$ cat config.mk
export PLATFORM = sky130hd
export DESIGN_NAME = ipr_resolver
export DESIGN_NICKNAME = d
export VERILOG_FILES = /design/src/ipr_pkg.sv /design/src/ipr_resolver.sv
export SDC_FILE = /design/constraint.sdc
export NUM_CORES = 1
export LEC_CHECK = 0
export ABC_AREA = 1
export BUFFER_PORTS_ARGS = -buffer_cell sky130_fd_sc_hd__buf_2
export CAP_MARGIN = 20
export CORE_UTILIZATION = 50
export CTS_CLUSTER_DIAMETER = 80
export DETAILED_ROUTE_END_ITERATION = 12
export PLACE_DENSITY = 0.86
export SLEW_MARGIN = 0
export SYNTH_ARGS = -nofsm -noshare
export SYNTH_HDL_FRONTEND = slang
export SYNTH_SLANG_ARGS = --single-unit
$ cat constraint.sdc
create_clock -name i_mclk -period 3.96 [get_ports i_mclk]
set_input_delay 0.594 -clock i_mclk [delete_from_list [all_inputs] [get_ports i_mclk]]
set_output_delay 0.594 -clock i_mclk [all_outputs]
set_load 0.01 [all_outputs]
$ cat src/ipr_pkg.sv
//------------------------------------------------------------------------------
// Purpose: Shared constants for the interrupt priority resolver.
// Assumes: Source indices follow the fixed service ranking, index 0 highest.
// Notes:   Indices 0 to 5 are the nonmaskable level-3 sources.
//------------------------------------------------------------------------------
package ipr_pkg;

  // ---------------------------------------------------------------------------
  // Source counts and widths.
  // ---------------------------------------------------------------------------
  localparam int NUM_NMI     = 6;
  localparam int NUM_MASK    = 36;
  localparam int NUM_SRC     = NUM_NMI + NUM_MASK;
  localparam int IDX_W       = 6;
  localparam int LVL_W       = 2;
  localparam int NUM_EXT     = 4;

  // ---------------------------------------------------------------------------
  // Priority levels and reset values.
  // ---------------------------------------------------------------------------
  localparam logic [LVL_W-1:0] LVL_TOP      = 2'h3;
  localparam logic [LVL_W-1:0] LVL_MASK_MAX = 2'h2;
  localparam logic [LVL_W-1:0] LVL_RESET    = 2'h0;
  localparam logic [IDX_W-1:0] IDX_RESET    = 6'h00;

  // ---------------------------------------------------------------------------
  // Ranked source indices, highest first.
  // ---------------------------------------------------------------------------
  localparam logic [IDX_W-1:0] SRC_HW_RESET    = 6'h00;
  localparam logic [IDX_W-1:0] SRC_STACK_ERR   = 6'h01;
  localparam logic [IDX_W-1:0] SRC_ILLEGAL     = 6'h02;
  localparam logic [IDX_W-1:0] SRC_DEBUG       = 6'h03;
  localparam logic [IDX_W-1:0] SRC_TRAP        = 6'h04;
  localparam logic [IDX_W-1:0] SRC_NMI_LINE    = 6'h05;
  localparam logic [IDX_W-1:0] SRC_EXT_A       = 6'h06;
  localparam logic [IDX_W-1:0] SRC_DMA0        = 6'h0a;
  localparam logic [IDX_W-1:0] SRC_HOST_CMD    = 6'h10;
  localparam logic [IDX_W-1:0] SRC_SSP0_RXE    = 6'h13;
  localparam logic [IDX_W-1:0] SRC_SSP1_RXE    = 6'h19;
  localparam logic [IDX_W-1:0] SRC_ASYNC_RXE   = 6'h1f;
  localparam logic [IDX_W-1:0] SRC_TMR0_OVF    = 6'h24;
  localparam logic [IDX_W-1:0] SRC_LAST        = 6'h29;

endpackage

$ cat src/ipr_resolver.sv
//------------------------------------------------------------------------------
// Purpose: Picks the pending interrupt source that the core services next.
// Assumes: All inputs are synchronous to i_mclk; one boundary pulse per
//          instruction; maskable sources arrive already in ranked order.
// Notes:   Rules carried by this block are listed below.
//------------------------------------------------------------------------------
`timescale 1ns/100ps

module ipr_resolver (
  // Clock, reset and enable.
  input  wire logic                                    i_mclk,
  input  wire logic                                    i_rst,
  input  wire logic                                    i_ce,
  // Nonmaskable level-3 sources, bit 0 hardware reset to bit 5 nmi line.
  input  wire logic [ipr_pkg::NUM_NMI-1:0]             i_nmi_request,
  // External request pins, active low, with per-line trigger mode.
  input  wire logic [ipr_pkg::NUM_EXT-1:0]             i_external_request_n,
  input  wire logic [ipr_pkg::NUM_EXT-1:0]             i_trigger_mode_bit,
  // Other maskable sources in ranked order, DMA channel 0 first.
  input  wire logic [ipr_pkg::NUM_MASK-ipr_pkg::NUM_EXT-1:0] i_periph_request,
  // Per maskable source enable and priority level.
  input  wire logic [ipr_pkg::NUM_MASK-1:0]            i_src_enable,
  input  wire logic [ipr_pkg::NUM_MASK*ipr_pkg::LVL_W-1:0] i_src_level,
  // Status register mask bits.
  input  wire logic [ipr_pkg::LVL_W-1:0]               i_mask,
  // Core handshake.
  input  wire logic                                    i_boundary,
  input  wire logic                                    i_ack,
  // Selected winner.
  output logic                                         o_valid,
  output logic [ipr_pkg::IDX_W-1:0]                    o_source,
  output logic [ipr_pkg::LVL_W-1:0]                    o_priority_level
);

  //----------------------------------------------------------------------------
  // External line sampling.
  //----------------------------------------------------------------------------
  logic [ipr_pkg::NUM_EXT-1:0] ext_prev_n;
  logic [ipr_pkg::NUM_EXT-1:0] ext_edge_latch;
  logic [ipr_pkg::NUM_EXT-1:0] ext_fall;
  logic [ipr_pkg::NUM_EXT-1:0] ext_clear;
  logic [ipr_pkg::NUM_EXT-1:0] ext_pending;

  assign ext_fall = ext_prev_n & ~i_external_request_n;

  always_ff @(posedge i_mclk or posedge i_rst) begin
    if (i_rst) begin
      ext_prev_n <= 4'hf;
    end else if (i_ce) begin
      ext_prev_n <= i_external_request_n;
    end
  end

  // Acknowledging an edge-mode winner consumes its latched edge.
  always_comb begin
    for (int e = 0; e < ipr_pkg::NUM_EXT; e++) begin
      ext_clear[e] = i_ack && o_valid &&
                     (o_source == ipr_pkg::IDX_W'(ipr_pkg::SRC_EXT_A + ipr_pkg::IDX_W'(e)));
    end
  end

  // A new falling edge in the clearing cycle survives the clear.
  always_ff @(posedge i_mclk or posedge i_rst) begin
    if (i_rst) begin
      ext_edge_latch <= 4'h0;
    end else if (i_ce) begin
      ext_edge_latch <= (ext_edge_latch & ~ext_clear) | (ext_fall & i_trigger_mode_bit);
    end
  end

  always_comb begin
    for (int e = 0; e < ipr_pkg::NUM_EXT; e++) begin
      ext_pending[e] = i_trigger_mode_bit[e] ? ext_edge_latch[e] : ~i_external_request_n[e];
    end
  end

  //----------------------------------------------------------------------------
  // Candidate table in ranked order.
  //----------------------------------------------------------------------------
  logic [ipr_pkg::NUM_SRC-1:0]   cand_pending;
  logic [ipr_pkg::LVL_W-1:0]     cand_level [ipr_pkg::NUM_SRC];
  logic [ipr_pkg::LVL_W-1:0]     mlvl;

  always_comb begin
    for (int n = 0; n < ipr_pkg::NUM_NMI; n++) begin
      cand_pending[n] = i_nmi_request[n];
      cand_level[n]   = ipr_pkg::LVL_TOP;
    end
    for (int m = 0; m < ipr_pkg::NUM_MASK; m++) begin
      mlvl = i_src_level[m*ipr_pkg::LVL_W +: ipr_pkg::LVL_W];
      cand_level[ipr_pkg::NUM_NMI+m] = mlvl;
      // External lines lead, then DMA, host, sync ports, async port, timers.
      cand_pending[ipr_pkg::NUM_NMI+m] = i_src_enable[m] && (mlvl <= ipr_pkg::LVL_MASK_MAX) &&
        ((m < ipr_pkg::NUM_EXT) ? ext_pending[m] : i_periph_request[m-ipr_pkg::NUM_EXT]);
    end
  end

  //----------------------------------------------------------------------------
  // Resolution.
  //----------------------------------------------------------------------------
  logic                          next_valid;
  logic [ipr_pkg::IDX_W-1:0]     next_source;
  logic [ipr_pkg::LVL_W-1:0]     next_level;

  // Scanning from lowest rank upward, a tie lets the higher rank replace.
  always_comb begin
    next_valid  = 1'b0;
    next_source = ipr_pkg::IDX_RESET;
    next_level  = ipr_pkg::LVL_RESET;
    for (int s = ipr_pkg::NUM_SRC-1; s >= 0; s--) begin
      if (cand_pending[s] && (cand_level[s] >= i_mask)) begin
        if (!next_valid || (cand_level[s] >= next_level)) begin
          next_valid  = 1'b1;
          next_source = ipr_pkg::IDX_W'(s);
          next_level  = cand_level[s];
        end
      end
    end
  end

  //----------------------------------------------------------------------------
  // Winner register, loaded at each instruction boundary; an acknowledge between boundaries clears valid.
  //----------------------------------------------------------------------------
  always_ff @(posedge i_mclk or posedge i_rst) begin
    if (i_rst) begin
      o_valid          <= 1'b0;
      o_source         <= ipr_pkg::IDX_RESET;
      o_priority_level <= ipr_pkg::LVL_RESET;
    end else if (i_ce) begin
      if (i_boundary) begin
        o_valid          <= next_valid;
        o_source         <= next_source;
        o_priority_level <= next_level;
      end else if (i_ack) begin
        o_valid          <= 1'b0;
      end
    end
  end

endmodule

==> results.cfg, run 1 <==
[outcome]
outcome = aborted with a tool error
flow.stopped_at = global routing (5_1_grt)
tool.error = [ERROR GRT-0232] Routing congestion too high. Check the congestion heatmap in the GUI.

[placement]
globalplace.congestion = 0.899
port_buffers = 169
dp_hpwl_um = 18100

[clock_tree]
cts.sink_count = 17
clock-root-buffer = sky130_fd_sc_hd__clkbuf_16
cts_max_level = 1
ctsLongestPathBuffers = 2
ctsHoldBuffers = 0
cts-buffers-inserted = 3

[logic_synthesis]
synth_top_family_by_area = simple AND/OR/NAND/NOR gates
yosysSeqAreaShare_pct = 7.05
synth_edf_count = 0
syn_inst_count = 1051
synth.area.mux_share_pct = 0
ys_seq_elements = 17
synth.avg_cell_area_um2 = 5.80
synth.yosys.warnings = 0
synth_top_flop_cell = sky130_fd_sc_hd__dfrtp_1
synth_simple_gate_area_share_pct = 36.8
synthDistinctLibCells = 43
netlist_area_mm2 = 0.00610
xor_xnor_cell_area_share_of_the_yosys_netlist_pct = 0
synth.net_count = 1324
synthAdderAreaFrac_pct = 23.0
synth_compound_gate_area_share_pct = 17.4
synth_async_sr_flop_share_pct = 100

[global_routing]
overflow = 899
grt_use_total_pct = 94.1
grt_max_degree = 36

[die]
floorplan.initialDensity_pct = 52.3
chipHeight_um = 112
die_width_um = 112
placementRows = 39
pin_count = 170

[timing]
worst_ep_kind = register data pin
repair-timing-grt-worst-ep = o_source[3]$_DFFE_PP0P_/D
-- logic make-up after synthesis --
kind of cell,Yosys count
and+or+nand+nor,497
buffers and inverters,256
DFF,17
adders and majority gates,112
AOI/OAI and AO/OA,169
-- synth_stat cells (9+ instances only) --
| cell type | count | share of area [%] |
|---|---|---|
| sky130_fd_sc_hd__nor2_1 | 68 | 4.2 |
| sky130_fd_sc_hd__o21ai_1 | 12 | 0.98 |
| sky130_fd_sc_hd__ha_1 | 112 | 23 |
| sky130_fd_sc_hd__a21oi_2 | 9 | 1.3 |
| sky130_fd_sc_hd__nand4_1 | 28 | 2.9 |
| sky130_fd_sc_hd__nor3_1 | 15 | 1.2 |
| sky130_fd_sc_hd__nand3_1 | 64 | 5.3 |
| sky130_fd_sc_hd__nand2_2 | 12 | 1.2 |
| sky130_fd_sc_hd__inv_2 | 13 | 0.80 |
| sky130_fd_sc_hd__nor2_2 | 16 | 1.6 |
| sky130_fd_sc_hd__inv_1 | 242 | 15 |
| sky130_fd_sc_hd__dfrtp_1 | 13 | 5.3 |
| sky130_fd_sc_hd__nand2_1 | 266 | 16 |
| sky130_fd_sc_hd__o21ai_0 | 59 | 4.8 |
| sky130_fd_sc_hd__a21oi_1 | 35 | 2.9 |
-- per-layer routing --
metal,track usage [%],GRT overflow
met1,82.0,12
met2,127,681
met3,70.5,4
met4,111,202
met5,20.4,0
-- metrics by stage --
stage	area, um^2	hold slack (ps)	instances	setup slack, ps	TNS (ps)
after floorplan	6250	447	1051	-27010	-216550
after CTS	10000	435	1703	-29220	-237510
after global placement	9650	471	1679	-27560	-224290
after detailed placement	9650	485	1679	-30010	-244160
-- what timing repair did --
| action | CTS |
|---|---|
| gates resized for setup | 31 |
| buffers inserted | 20 |
| pin swaps | 33 |
| endpoints found under the setup margin | 9 |
==> run 2: changes to the inputs <==
CORE_UTILIZATION = 35   (was 50)
CTS_CLUSTER_DIAMETER = unset   (was 80)
PLACE_DENSITY = unset   (was 0.86)
PLACE_DENSITY_LB_ADDON = 0.15   (was unset)
clock period = 5.15 ns   (was 3.96 ns; I/O delays follow)
==> results.cfg, run 2 <==
[logic_synthesis]
synthDistinctLibCells = 43
syn_inst_count = 1051
synthTopCellsByArea = sky130_fd_sc_hd__ha_1, sky130_fd_sc_hd__nand2_1, sky130_fd_sc_hd__inv_1
ys_seq_elements = 17
yosysMostFrequentCell = sky130_fd_sc_hd__nand2_1
synth.avg_cell_area_um2 = 5.80
netlist_area_mm2 = 0.00610
synth_top_flop_cell = sky130_fd_sc_hd__dfrtp_1
synth_edf_count = 0
synth.yosys.warnings = 0
synth_top_area_cell = sky130_fd_sc_hd__ha_1
synth.net_count = 1324
synth_async_sr_flop_share_pct = 100
ys_top_cells_by_count = sky130_fd_sc_hd__nand2_1, sky130_fd_sc_hd__inv_1, sky130_fd_sc_hd__ha_1
yosys_top_cell_area_share_pct = 23.0
yosysSeqAreaShare_pct = 7.05

[global_routing]
first_global_vias = 7547
grt_use_total_pct = 20.9
grt_first_pass_wirelength_um = 31800
grt_max_degree = 23
overflow = 0
antenna_found_initial = 1

[worst_setup_path]
critical_path.reg2reg.endpoint = o_source[4]
cp-end-kind = flip-flop
timing.setup.critical_path_class = in2reg
cpPeakStageDelay_ps = 400
timing.critical_path.required_ps = 5340
cp_max_fo = 4
r2r_cells = 26
regToRegStartpoint = ext_edge_latch[3]
worst_path_most_repeated_cell = sky130_fd_sc_hd__nand2_1
r2r_slack_ps = 910
worst_path_max_delay_cell = sky130_fd_sc_hd__or3b_4
cp-start-kind = primary input
worstPathArrival_ps = 31910

[route]
drt-initial-drc-count = 235
detailroute.via_count = 8353
drtPass1Iterations = 5
post_drt_via_cell_ratio = 4.61
drc_violations_left = 0
drt-wirelength-per-cell_um = 11.2
post_route_ant_nets = 0
routed_wl_um = 20300

[timing]
worst_pin_slew_ps = 643
post-route-worst-setup-slack_ps = -26570
fin_skew_ps = 2.41
timing.final.max_slew_violations = 0
finalSetupViolCount = 9
layout_worst_path_cycle_share_pct = 616
rsz0062_at_grt = yes
final.min_clock_period_ps = 31720
hold_ws_ps = 488
max_clock_freq_mhz = 31.5
final_hold_viol_count = 0
fin_tns_setup_ps = -215520
relSlewSlack_pct = 57.1

[cells_and_area]
final_core_utilization_pct = 66.2
syn_to_final_growth_pct = 82.6
multi_input_comb_area_mm2 = 0.00570
commonest_non_fill_non_tap_cells_in_the_layout = sky130_fd_sc_hd__buf_4, sky130_fd_sc_hd__inv_1, sky130_fd_sc_hd__nand2_1
largest_reg_flops = 6
layout-drive-gt1-share_pct = 52.1
top_registers = o_source: 6 flops, ext_edge_latch: 4 flops, ext_prev_n: 4 flops
final.fill_count = 1549
final_net_count = 1866
register_with_the_highest_flop_count = o_source
instances_no_fill = 1812
most_frequent_standard_cell_in_the_layout_excluding_fill_and_tap_cells = sky130_fd_sc_hd__buf_4
antenna-diode-count = 0
register_area_um2 = 430

[die]
pin_count = 170
placementRows = 47
chipHeight_um = 134
design.die.area_mm2 = 0.0180
core-area_mm2 = 0.0168
floorplan.initialDensity_pct = 36.3
die_width_um = 134

[worst_hold_path]
hold_start = ext_edge_latch[1]
worstHoldPathCells = 2
hold-path-endpoint = ext_edge_latch[1]
holdCritPathClass = reg2reg

[placement]
dp_hpwl_um = 15900
port_buffers = 169
inst_count_dp = 1750
globalplace.congestion = 0.844

[clock_tree]
cts.reportedPaths.clkPinSlew_ps = 50
cts_max_level = 1
clk_latency_ps = 250
clock-root-buffer = sky130_fd_sc_hd__clkbuf_16
tritoncts_clock_tree = yes
cts.sink_count = 17
ctsLongestPathBuffers = 2
cts-buffers-inserted = 3

[outcome]
violated_checks = negative setup slack
outcome = complete, but fails checks

[power_and_ir_drop]
power.total_w = 0.00208
power_density_mw_per_mm2 = 186
ir_drop_mv = 0.156
p_leak_nw = 6.37

[flow_run]
cap_violations = 0
## run 2: worst max-delay path by stage
| stage | start | to | slack [ps] |
|---|---|---|---|
| floorplan | i_mask[1] | o_source[1] | -25990 |
| CTS | i_mask[1] | o_source[1] | -27250 |
| finish | i_mask[1] | o_source[4] | -26570 |
| global placement | i_mask[1] | o_source[1] | -27030 |
| global route | i_mask[1] | o_source[3] | -29500 |
| detailed placement | i_mask[1] | o_source[1] | -27780 |
## run 2: timing repair
action                                  CTS  global route
endpoints found under the setup margin    9             9
buffers inserted                         10            47
cloned                                    0             1
pin swaps                                24           171
hold buffers                              0             0
gates resized for setup                  18           191
## run 2: kinds of logic after synthesis
| group | synth area share [%] |
|---|---|
| simple gates | 36.8 |
| fa+ha+maj | 23.0 |
| compound gates | 17.4 |
| flops | 7.05 |
| buf+inv | 15.8 |
## run 2: metrics by stage
step,setup slack [ps],area [um^2]
floorplan,-25990,6250
global placement,-27030,9700
detailed placement,-27780,9700
CTS,-27250,9940
global route,-29500,11100
finish,-26570,11100
## run 2: layout make-up
type	count	area share [%]
clock buffer	3	0.674
clock inverter	1	0.0674
inverter	256	8.66
multi-input combinational	778	51.2
sequential	17	3.86
tap	220	2.47
timing repair buffer	537	33.1
## run 2: metal layers
metal | GRT usage, % | up-vias | part of all wire (%)
met5 | 0 | - | 0.064
met4 | 2.00 | 2 | 0.81
met3 | 1.28 | 18 | 2.3
met2 | 39.3 | 124 | 51
met1 | 26.6 | 3699 | 46
li1 | - | 4510 | -
## run 2: report_power, final
part           internal, W  total [W]  switching (W)
sequential        0.000144   0.000151     0.00000665
clock             0.000105   0.000159      0.0000541
combinational     0.000926    0.00177       0.000841
total              0.00118    0.00208       0.000902
## run 2: worst max-delay path: cells and delay by family
| family | cells | cell delay, ps |
|---|---|---|
| AOI/OAI and AO/OA | 42 | 5330 |
| adders and majority gates | 36 | 8630 |
| buffers and inverters | 53 | 3060 |
| and+or+nand+nor | 165 | 14030 |
Note: power is estimated with default switching activity, not from simulation.
